**src/hw/pio_defs.vh**
```
/*
 Timing and field constants for the PIO host controller.
 Assumes a 50 MHz system clock; times in ns are converted to cycles.
*/
`ifndef PIO_DEFS_VH
`define PIO_DEFS_VH
`define PIO_CLK_NS 20
// Cycle time t0 per mode, ns
`define PIO_T0_M0 600
`define PIO_T0_M1 383
`define PIO_T0_M2 240
`define PIO_T0_M3 180
`define PIO_T0_M4 120
// Address setup t1 per mode, ns
`define PIO_T1_M0 70
`define PIO_T1_M1 50
`define PIO_T1_M2 30
`define PIO_T1_M3 30
`define PIO_T1_M4 25
// Strobe width t2 per mode, ns (16-bit); 8-bit mode 4 is also 70
`define PIO_T2_M0 165
`define PIO_T2_M1 125
`define PIO_T2_M2 100
`define PIO_T2_M3 80
`define PIO_T2_M4 70
// Recovery t2i per mode, ns (0 where none is given)
`define PIO_T2I_M0 0
`define PIO_T2I_M1 0
`define PIO_T2I_M2 0
`define PIO_T2I_M3 70
`define PIO_T2I_M4 25
// Address hold t9 per mode, ns
`define PIO_T9_M0 20
`define PIO_T9_M1 15
`define PIO_T9_M2 10
`define PIO_T9_M3 10
`define PIO_T9_M4 10
// Read data tri-state after strobe negation, ns
`define PIO_T6Z 30
// Round a least time up to whole cycles, never below one
`define PIO_CYC(ns) (((ns) + `PIO_CLK_NS - 1) / `PIO_CLK_NS < 1 ? 1 : \
   ((ns) + `PIO_CLK_NS - 1) / `PIO_CLK_NS)
// Command word layout
`define PIO_CMD_WRITE 0
`define PIO_CMD_DATA 1
`define PIO_CMD_CS_LO 2
`define PIO_CMD_CS_HI 3
`define PIO_CMD_DA_LO 4
`define PIO_CMD_DA_HI 6
`define PIO_CMD_WD_LO 7
`define PIO_CMD_WD_HI 22
`define PIO_CMD_W 23
`define PIO_MODE_W 3
`define PIO_CNT_W 8
`endif

```
**src/hw/pio_fifo.v**
```verilog
/*
 Synchronous FIFO with valid/ready on both sides.
 Assumes one clock and an active-low asynchronous reset.
*/
`timescale 1ns/1ps
module pio_fifo #(
   parameter WIDTH = 16,
   parameter DEPTH = 16,
   parameter AW = 4
) (
   input wire clk,
   input wire arst_n,
   input wire [WIDTH-1:0] in_data,
   input wire in_valid,
   output wire in_ready,
   output wire [WIDTH-1:0] out_data,
   output wire out_valid,
   input wire out_ready
);
   reg [WIDTH-1:0] mem [0:DEPTH-1];
   reg [AW-1:0] wr_ptr;
   reg [AW-1:0] rd_ptr;
   reg [AW:0] count;
   wire push;
   wire pop;
   assign in_ready = (count != DEPTH[AW:0]);
   assign out_valid = (count != {(AW+1){1'b0}});
   assign out_data = mem[rd_ptr];
   assign push = in_valid & in_ready;
   assign pop = out_valid & out_ready;
   always @(posedge clk) begin
      if (push) begin
         mem[wr_ptr] <= in_data;
      end
   end
   always @(posedge clk or negedge arst_n) begin
      if (!arst_n) begin
         wr_ptr <= {AW{1'b0}};
         rd_ptr <= {AW{1'b0}};
         count <= {(AW+1){1'b0}};
      end else begin
         if (push) begin
            wr_ptr <= (wr_ptr == DEPTH[AW-1:0] - 1'b1) ? {AW{1'b0}} :
               wr_ptr + 1'b1;
         end
         if (pop) begin
            rd_ptr <= (rd_ptr == DEPTH[AW-1:0] - 1'b1) ? {AW{1'b0}} :
               rd_ptr + 1'b1;
         end
         if (push && !pop) begin
            count <= count + 1'b1;
         end else if (pop && !push) begin
            count <= count - 1'b1;
         end
      end
   end
endmodule

```
**src/hw/pio_host.v**
```verilog
/*
 Host controller driving PIO register and data cycles to a card.
 Assumes card pins are synchronous to clk; the card inserts no waits.
*/
//
// Operation
// - Host releases all data lines while the card drives them.
// - Cycle meets active, recovery and total minimums, lengthening recovery.
// - 16-bit data strobe active at least 165 ns mode 0 to 70 mode 4.
// - 8-bit register strobe active at least 70 ns at fastest mode.
// - Register transfers move one byte on the low eight lines.
// - Data transfers move a full word on all sixteen lines.
// - Register chosen by two chip selects and three address lines.
`timescale 1ns/1ps
`include "pio_defs.vh"
module pio_host #(
   parameter FIFO_DEPTH = 16,
   parameter FIFO_AW = 4
) (
   input wire clk,
   input wire arst_n,
   input wire [`PIO_MODE_W-1:0] pio_mode,
   input wire [15:0] min_cycle_ns,
   input wire [`PIO_CMD_W-1:0] cmd,
   input wire cmd_valid,
   output reg cmd_ready,
   output reg [15:0] rd_data,
   output reg rd_valid,
   input wire rd_ready,
   output reg busy,
   output reg cs0_n,
   output reg cs1_n,
   output reg [2:0] da,
   output reg iord_n,
   output reg iowr_n,
   output reg [15:0] dd_out,
   output reg dd_oe,
   input wire [15:0] dd_in
);
   localparam ST_IDLE = 3'h0;
   localparam ST_SETUP = 3'h1;
   localparam ST_ACTIVE = 3'h2;
   localparam ST_HOLD = 3'h3;
   localparam ST_RECOV = 3'h4;
   localparam CW = `PIO_CNT_W;

   ////////////////////////////////////////////////////////////////////////
   // Per-mode cycle counts
   reg [31:0] c_t0;
   reg [31:0] c_t1;
   reg [31:0] c_t2;
   reg [31:0] c_t2i;
   reg [31:0] c_t9;
   reg [31:0] w_rep;
   reg [CW-1:0] c_rep;
   reg [CW-1:0] c_need;
   always @* begin
      case (pio_mode)
         3'h0: begin
            c_t0 = `PIO_CYC(`PIO_T0_M0);
            c_t1 = `PIO_CYC(`PIO_T1_M0);
            c_t2 = `PIO_CYC(`PIO_T2_M0);
            c_t2i = `PIO_CYC(`PIO_T2I_M0);
            c_t9 = `PIO_CYC(`PIO_T9_M0);
         end
         3'h1: begin
            c_t0 = `PIO_CYC(`PIO_T0_M1);
            c_t1 = `PIO_CYC(`PIO_T1_M1);
            c_t2 = `PIO_CYC(`PIO_T2_M1);
            c_t2i = `PIO_CYC(`PIO_T2I_M1);
            c_t9 = `PIO_CYC(`PIO_T9_M1);
         end
         3'h2: begin
            c_t0 = `PIO_CYC(`PIO_T0_M2);
            c_t1 = `PIO_CYC(`PIO_T1_M2);
            c_t2 = `PIO_CYC(`PIO_T2_M2);
            c_t2i = `PIO_CYC(`PIO_T2I_M2);
            c_t9 = `PIO_CYC(`PIO_T9_M2);
         end
         3'h3: begin
            c_t0 = `PIO_CYC(`PIO_T0_M3);
            c_t1 = `PIO_CYC(`PIO_T1_M3);
            c_t2 = `PIO_CYC(`PIO_T2_M3);
            c_t2i = `PIO_CYC(`PIO_T2I_M3);
            c_t9 = `PIO_CYC(`PIO_T9_M3);
         end
         default: begin
            c_t0 = `PIO_CYC(`PIO_T0_M4);
            c_t1 = `PIO_CYC(`PIO_T1_M4);
            c_t2 = `PIO_CYC(`PIO_T2_M4);
            c_t2i = `PIO_CYC(`PIO_T2I_M4);
            c_t9 = `PIO_CYC(`PIO_T9_M4);
         end
      endcase
      // Reported minimum only lengthens, never shortens, the cycle
      w_rep = (min_cycle_ns + `PIO_CLK_NS - 1) / `PIO_CLK_NS;
      c_rep = (w_rep > 32'h000000ff) ? {CW{1'b1}} :
         w_rep[CW-1:0];
      c_need = (pio_mode >= 3'h3 && c_rep > c_t0[CW-1:0]) ? c_rep :
         c_t0[CW-1:0];
   end

   ////////////////////////////////////////////////////////////////////////
   // Read result FIFO
   wire fifo_in_ready;
   wire [15:0] fifo_out_data;
   wire fifo_out_valid;
   reg fifo_push;
   reg [15:0] fifo_wdata;
   wire fifo_pop;
   assign fifo_pop = fifo_out_valid & (~rd_valid | rd_ready);
   pio_fifo #(
      .WIDTH(16),
      .DEPTH(FIFO_DEPTH),
      .AW(FIFO_AW)
   ) u_fifo (
      .clk(clk),
      .arst_n(arst_n),
      .in_data(fifo_wdata),
      .in_valid(fifo_push),
      .in_ready(fifo_in_ready),
      .out_data(fifo_out_data),
      .out_valid(fifo_out_valid),
      .out_ready(fifo_pop)
   );
   always @(posedge clk or negedge arst_n) begin
      if (!arst_n) begin
         rd_valid <= 1'b0;
         rd_data <= 16'h0000;
      end else if (fifo_pop) begin
         rd_valid <= 1'b1;
         rd_data <= fifo_out_data;
      end else if (rd_ready) begin
         rd_valid <= 1'b0;
      end
   end

   ////////////////////////////////////////////////////////////////////////
   // Strobe sequencer
   reg [2:0] state;
   reg [CW-1:0] cnt;
   reg [CW-1:0] total;
   reg op_wr;
   reg op_data;
   wire [CW-1:0] used;
   wire take;
   assign used = total + cnt;
   // Reads wait for FIFO room, so back-pressure stalls the bus
   assign take = cmd_valid & cmd_ready &
      (cmd[`PIO_CMD_WRITE] | fifo_in_ready);
   always @(posedge clk or negedge arst_n) begin
      if (!arst_n) begin
         state <= ST_IDLE;
         cnt <= 8'h00;
         total <= 8'h00;
         op_wr <= 1'b0;
         op_data <= 1'b0;
         cmd_ready <= 1'b0;
         busy <= 1'b0;
         cs0_n <= 1'b1;
         cs1_n <= 1'b1;
         da <= 3'h0;
         iord_n <= 1'b1;
         iowr_n <= 1'b1;
         dd_out <= 16'h0000;
         dd_oe <= 1'b0;
         fifo_push <= 1'b0;
         fifo_wdata <= 16'h0000;
      end else begin
         fifo_push <= 1'b0;
         cnt <= cnt + 1'b1;
         case (state)
            ST_IDLE: begin
               cmd_ready <= 1'b1;
               busy <= 1'b0;
               if (take) begin
                  cmd_ready <= 1'b0;
                  busy <= 1'b1;
                  op_wr <= cmd[`PIO_CMD_WRITE];
                  op_data <= cmd[`PIO_CMD_DATA];
                  cs0_n <= cmd[`PIO_CMD_CS_LO];
                  cs1_n <= cmd[`PIO_CMD_CS_HI];
                  da <= cmd[`PIO_CMD_DA_HI:`PIO_CMD_DA_LO];
                  // Byte on low lines for registers, full word for data
                  dd_out <= cmd[`PIO_CMD_DATA] ?
                     cmd[`PIO_CMD_WD_HI:`PIO_CMD_WD_LO] :
                     {8'h00, cmd[`PIO_CMD_WD_LO+7:`PIO_CMD_WD_LO]};
                  dd_oe <= cmd[`PIO_CMD_WRITE];
                  cnt <= 8'h01;
                  total <= 8'h00;
                  state <= ST_SETUP;
               end
            end
            ST_SETUP: begin
               if (cnt >= c_t1[CW-1:0]) begin
                  iord_n <= op_wr;
                  iowr_n <= ~op_wr;
                  total <= used;
                  cnt <= 8'h01;
                  state <= ST_ACTIVE;
               end
            end
            ST_ACTIVE: begin
               // Fixed timing: no wait or ready sampled
               if (cnt >= c_t2[CW-1:0]) begin
                  iord_n <= 1'b1;
                  iowr_n <= 1'b1;
                  if (!op_wr) begin
                     fifo_push <= 1'b1;
                     fifo_wdata <= op_data ? dd_in :
                        {8'h00, dd_in[7:0]};
                  end
                  total <= used;
                  cnt <= 8'h01;
                  state <= ST_HOLD;
               end
            end
            ST_HOLD: begin
               if (cnt >= c_t9[CW-1:0]) begin
                  cs0_n <= 1'b1;
                  cs1_n <= 1'b1;
                  dd_oe <= 1'b0;
                  total <= used;
                  cnt <= 8'h01;
                  state <= ST_RECOV;
               end
            end
            ST_RECOV: begin
               // Recovery stretched until total reaches cycle minimum
               if (used >= c_need &&
                  total - c_t2[CW-1:0] + cnt >= c_t2i[CW-1:0]) begin
                  cmd_ready <= 1'b1;
                  busy <= 1'b0;
                  state <= ST_IDLE;
               end
            end
            default: begin
               state <= ST_IDLE;
            end
         endcase
      end
   end
endmodule

```
**config.mk**
```make
export PLATFORM = sky130hd
export DESIGN_NAME = pio_host
export DESIGN_NICKNAME = d
export VERILOG_FILES = /design/src/hw/pio_fifo.v /design/src/hw/pio_host.v
export VERILOG_INCLUDE_DIRS = /design/src /design/src/hw
export SDC_FILE = /design/constraint.sdc
export NUM_CORES = 1
export LEC_CHECK = 0
export BUFFER_PORTS_ARGS = -buffer_cell sky130_fd_sc_hd__buf_4
export CORE_ASPECT_RATIO = 0.75
export CORE_MARGIN = 2
export CORE_UTILIZATION = 55
export DETAILED_ROUTE_END_ITERATION = 12
export GPL_TIMING_DRIVEN = 0
export PLACE_DENSITY = 0.73
export SKIP_LAST_GASP = 1
export SLEW_MARGIN = 25
export SYNTH_ARGS = -nofsm -noshare
export SYNTH_HDL_FRONTEND = slang
export SYNTH_SLANG_ARGS = --single-unit
```
**constraint.sdc**
```tcl
create_clock -name clk -period 5.65 [get_ports clk]
set_input_delay 0 -clock clk [delete_from_list [all_inputs] [get_ports clk]]
set_output_delay 0 -clock clk [all_outputs]
set_load 0.05 [all_outputs]
```
* Yosys cells after proc, flatten, opt, wreduce, memory -nomap -nowiden
Memory sizes are Yosys's and may differ from the RTL's. A register that Yosys moved wholly into a read port is not among the register bits. Cells that the tools add are included.
Word-level totals: register bits 78, bits in latches 0, bits in writable memories 256, ROM bits 0, bits of input ports 62, output and inout port bits 43, word-level logic and storage cells 142, memories 1
Cells by class: add/sub/neg operators 10, $mul 0, div/mod/pow operators 1, $lt $le $gt $ge 8, equal/unequal tests 15, shift operators 0, muxes and demuxes 54, bitwise gates (word level) 9, reductions and logical operators 24
Memories:
- u_fifo.mem | words 16, bits a word 16, rd ports 1, clocked after memory_dff 1, wr ports 1, RTL line pio_fifo.v:20 | reg [WIDTH-1:0] mem [0:DEPTH-1];
Operators by type and width (count):
- $mux 8 | 10
- $pmux 8 s4 | 2
- $div 32x5->32 const B | 1
- $ge 8x8->1 | 4
- $gt 32x8->1 const B | 1
- $mux 16 | 2
- $pmux 5 s4 | 1
- $mux 1 | 19
- $sub 17x1->18 const B | 1
- $add 16x5->17 const B | 1
- $add 8x8->8 | 2
- $mux 3 | 5
- $pmux 3 s5 | 1
- $pmux 1 s2 | 7
- $eq 3x2->1 const B | 4
- $pmux 3 s2 | 2
- $pmux 4 s3 | 1
- $mux 5 | 2
- $ne 2x2->1 const B | 5
- $reduce_and 5->1 | 2
- $reduce_bool 2->1 | 5
- $reduce_and 3->1 | 3
- $add 4x1->4 const B | 2
- $add 8x1->8 const B | 1
- 21 further kinds | 37

* Depth between registers and ports, before layout
depth in word-level cells 12, mapped depth 45, depth with buffers taken out 41

* Hierarchy
From an unflattened synthesis, not the netlist that was laid out.
Unflattened totals: cell total of the unflattened synthesis 1274, area total of the unflattened synthesis 17086.4 um2
Modules (own cells, without submodules):
- pio_fifo | instances 1, cells each 489, area each 10523.8 um2, seq. area each 8012.7 um2
- pio_host | instances 1, cells each 785, area each 6562.5 um2, seq. area each 2031.9 um2

* Worst setup path after synthesis
No wires, ideal clock.
kind in2reg, from input min_cycle_ns[0], to register cmd_ready, library setup time 136 ps, arrival time 6899 ps, required time 5514 ps, setup slack -1386 ps, stages 42, buffers on the path 3, cell sequence inv_1 > ha_1 > and3b_2 > buf_4 > o2111ai_1 > nand2_1 > and2_1 > o311a_1 > a21oi_2 > buf_6 > nor2_1 > o41a_2 > nand2_2 > a31oi_1 > or4_1 > buf_2 > maj3_1 > o221ai_1 > (+6 left out) > a31oi_1 > o41ai_1 > nand2_1 > o41a_1 > ha_1 > nand2b_1 > a21oi_1 > nor2b_1 > o21ai_0 > nand2b_1 > a21oi_1 > nor2b_1 > o21ai_0 > nand2b_1 > a21oi_1 > o21ai_0 > nand2_1 > a21oi_1
On the way: word-level cells in the longest chain between the ends 12
RTL lines:
- start, declared | RTL line pio_host.v:23 | input wire [15:0] min_cycle_ns,
- $add 16x5->17 (no source line) *
- $sub 17x1->18 * | RTL line pio_host.v:96 | w_rep = (min_cycle_ns + `PIO_CLK_NS - 1) / `PIO_CLK_NS;
- $div 32x5->32 (no source line) *
- $gt 32x8->1 | RTL line pio_host.v:97 | c_rep = (w_rep > 32'h000000ff) ? {CW{1'b1}} :
- $mux 8 * | RTL line pio_host.v:97
- $gt 8x8->1 | RTL line pio_host.v:99 | c_need = (pio_mode >= 3'h3 && c_rep > c_t0[CW-1:0]) ? c_rep :
- $logic_and 1x1->1 | RTL line pio_host.v:99
- $mux 8 * | RTL line pio_host.v:99
- $ge 8x8->1 * | RTL line pio_host.v:230 | if (used >= c_need &&
- $logic_and 1x1->1 * | RTL line pio_host.v:230
- $ne 2x2->1 (no source line) *
- $reduce_and 2->1 (no source line) *
- end signal, assigned | RTL line pio_host.v:174 | cmd_ready <= 1'b1;
- end signal, assigned | RTL line pio_host.v:177 | cmd_ready <= 1'b0;
- end signal, assigned | RTL line pio_host.v:232 | cmd_ready <= 1'b1;
- end, declared | RTL line pio_host.v:26 | output reg cmd_ready,
Every way passes the cells marked *; elsewhere a longest branch is shown, timed or not. A chain may end at the register's enable or synchronous reset.

* Worst setup path in the final report
from input min_cycle_ns[0], to register busy
On the way: word-level cells in the longest chain between the ends 12
RTL lines:
- $add 16x5->17 (no source line) *
- $sub 17x1->18 * | RTL line pio_host.v:96
- $div 32x5->32 (no source line) *
- $gt 32x8->1 | RTL line pio_host.v:97
- $mux 8 * | RTL line pio_host.v:97
- $gt 8x8->1 | RTL line pio_host.v:99
- $logic_and 1x1->1 | RTL line pio_host.v:99
- $mux 8 * | RTL line pio_host.v:99
- $ge 8x8->1 * | RTL line pio_host.v:230
- $logic_and 1x1->1 * | RTL line pio_host.v:230
- $ne 2x2->1 (no source line) *
- $reduce_and 2->1 (no source line) *
- end signal, assigned | RTL line pio_host.v:175 | busy <= 1'b0;
- end signal, assigned | RTL line pio_host.v:178 | busy <= 1'b1;
- end signal, assigned | RTL line pio_host.v:233 | busy <= 1'b0;
- end, declared | RTL line pio_host.v:30 | output reg busy,
Marks and branches as above.

==> out/qor.yml <==
die-area_um2: 32500
dieWidth_um: 207.5
crit_slowest_cell: "or4_4"
critPathKind: "input pin to register"
p_leak_nw: 8.083
synth_area_per_cell_um2: 13.58
slew_headroom_pct: 25.94
synth_top_area_share_pct: 45.01
hpwl_um: 28190
cts.path.max_buffers: 3
seq_area_um2: 10040
multiInputGateArea_um2: 7292
drive_above_1_share_pct: 30.33
rsz0062_at_grt: "yes"
synth_common_cells: "256 x edfxtp_1, 156 x nand2_1, 90 x dfrtp_1"
core_region_area_um2: 30350
r2r_slack_ns: 1.63
cts-buffers-inserted: 34
synth_cells: 1258
violations: "negative setup slack"
cp.required_ns: 6.11
drt-initial-drc-count: 1170
worstSetupStartpointType: "input pin"
cp-startpoint: "min_cycle_ns[0]"
synth_most_common_cell: "edfxtp_1"
setup_ws_ns: -1.189
ant_nets: 0
min_period_ns: 6.839
cts_sinks: 350
syn_nets: 1379
synth_area_leaders: "edfxtp_1 45%, dfrtp_1 13%, mux4_2 11%"
io_pins: 105
clk-insertion-delay-late_ns: 0.54
num_antenna_cells: 0
synth_area_leader_cell: "edfxtp_1"
cp_slowest_stage_delay_ns: 0.56
drt-pass1-iter-count: 5
yosysWarnings: 0
yosysUniqueCellTypes: 98
synth-seq-cells: 350
fmax_mhz: 146.2
stdcell_count: 1929
overflow: 0
finalSetupTns_ns: -3.511
synth-edff-count: 256
cts_tree: "built"
peakVddDrop_mv: 0.2384
max_slew.worst_pin.slew_ns: 1.111
utilization_pct: 70.44
start_util_pct: 56.28
vias: 11930
gp_routability_congestion: 0.8696
hold_class: "input pin to asynchronous set/reset pin"
placedCellCount: 1768
hold_viol: 0
synthesis.area_um2: 17080
async_flop_share_pct: 26.86
status: "finished, violations left"
drcViolationCount: 0
grt_antenna_before_repair: 0
grt_pass1_wl_um: 70040
cap_violations: 0
wire_per_inst_um: 23.88
cts_root_buf: "clkbuf_16"
timing.rr.start: "cnt[0]"
grtUsageTotal_pct: 28.64
yosysSeqAreaShare_pct: 58.81
port_buffers: 99
total_power_mw: 9.765
grt_max_degree: 95
grt_pass1_vias: 11880
drt_wl_total_um: 46070
worst_clock_skew_ns: 0.01999
arrival_ns: 7.30
setup_viol: 3
h-tree-depth: 2
fin_hold_ws_ns: 0.1047
critPathMaxFanout: 8
finish.net_count: 1626
via_per_inst: 6.186
clkTransAtPathRegs_ns: 0.07
num_rows: 55
die_h_um: 156.6
synth_flop_cell: "edfxtp_1"
min_period_over_period_pct: 121.0
final_max_slew_viol_count: 0
power_density_nw_per_um2: 456.8
fillers: 1934
crit_top_cell: "a21oi_2"
syn2layout_area_growth_pct: 25.15
end_kind: "register"
## power breakdown
| group | switching [mW] | internal, mW | leakage [nW] |
|---|---|---|---|
| registers | 0.385 | 3.28 | 3.53 |
| logic | 2.20 | 1.57 | 4.01 |
| clock network | 0.978 | 1.35 | 0.541 |
| total | 3.56 | 6.20 | 8.08 |
## per-layer routing
metal	vias to the layer above	track usage (%)	share of wire [%]
li1	5245	-	-
met1	5948	40.13	41
met2	636	46.16	48
met3	103	5.218	8.4
met4	0	9.048	3.2
met5	-	0	0
## area by class of cell
| cell class | count | share of cell area [%] |
|---|---|---|
| flip-flops and latches | 350 | 46.99 |
| well taps | 399 | 2.336 |
| inverters | 55 | 1.048 |
| clock buffers | 45 | 4.173 |
| plain buffers | 60 | 1.504 |
| multi-input cells | 792 | 34.11 |
| repair buffers | 212 | 8.786 |
| clock inverters | 16 | 1.048 |
## critical path, delay by kind of cell
family	cells	cell delay [ns]
xor+xnor	1	0.36
fa+ha+maj	4	0.94
buf+inv	5	0.66
simple gates	15	2.15
compound gates	18	3.18
## cells by family (layout without fill, tap and decap cells)
| logic type | after synthesis | count (layout) | synth area share [%] |
|---|---|---|---|
| xor gates and xnor gates | 50 | 50 | 2.740 |
| adders and majority gates | 61 | 61 | 4.703 |
| DFF | 350 | 350 | 58.81 |
| muxes | 103 | 103 | 12.03 |
| and+or+nand+nor | 377 | 377 | 10.22 |
| AOI/OAI and AO/OA | 201 | 201 | 8.644 |
| buffers and inverters | 116 | 388 | 2.857 |
## final timing paths
kind                            endpoint  cells past startpoint
max                                 busy                     43
min in group clk                state[0]                      5
min                            dd_out[9]                      2
max in group asynchronous  fifo_wdata[1]                      2
max reg2reg                fifo_wdata[3]                     14
min reg2reg                       iord_n                      2
## repair_timing
item | CTS | global route
cloned | 2 | 0
setup endpoints to repair | 3 | 3
hold buffers | 49 | 0
hold endpoints to repair | 131 | 0
buffers inserted | 36 | 14
pin swaps | 49 | 45
resized for setup | 59 | 50
## per-stage QoR
stage	instance area (um2)	setup slack, ns
2_1_floorplan	17210	-0.9120
4_1_cts	20980	-1.112
3_5_place_dp	18770	-2.307
5_1_grt	21380	-1.657
3_3_place_gp	18450	-2.237
6_report	21380	-1.189
## registers in the layout (all words and copies together), names as in the netlist, 3 cells and up
name	cells
cnt	8
da	3
dd_out	16
fifo_wdata	16
rd_data	16
state	3
total	8
u_fifo.count	5
u_fifo.mem	256
u_fifo.rd_ptr	4
u_fifo.wr_ptr	4
## cells in the final DEF (no fill, tap or decap), types with 43 or more instances in the layout
cell	synthesis	routed
nand3_1	47	46
nor2_1	73	54
dlygate4sd3_1	0	49
edfxtp_1	256	256
ha_1	53	50
buf_4	3	144
dfrtp_1	90	90
nand2_1	156	150
mux4_2	80	80
clkbuf_1	38	43
inv_1	54	52
No activity file was read; power rests on OpenSTA's default activity.
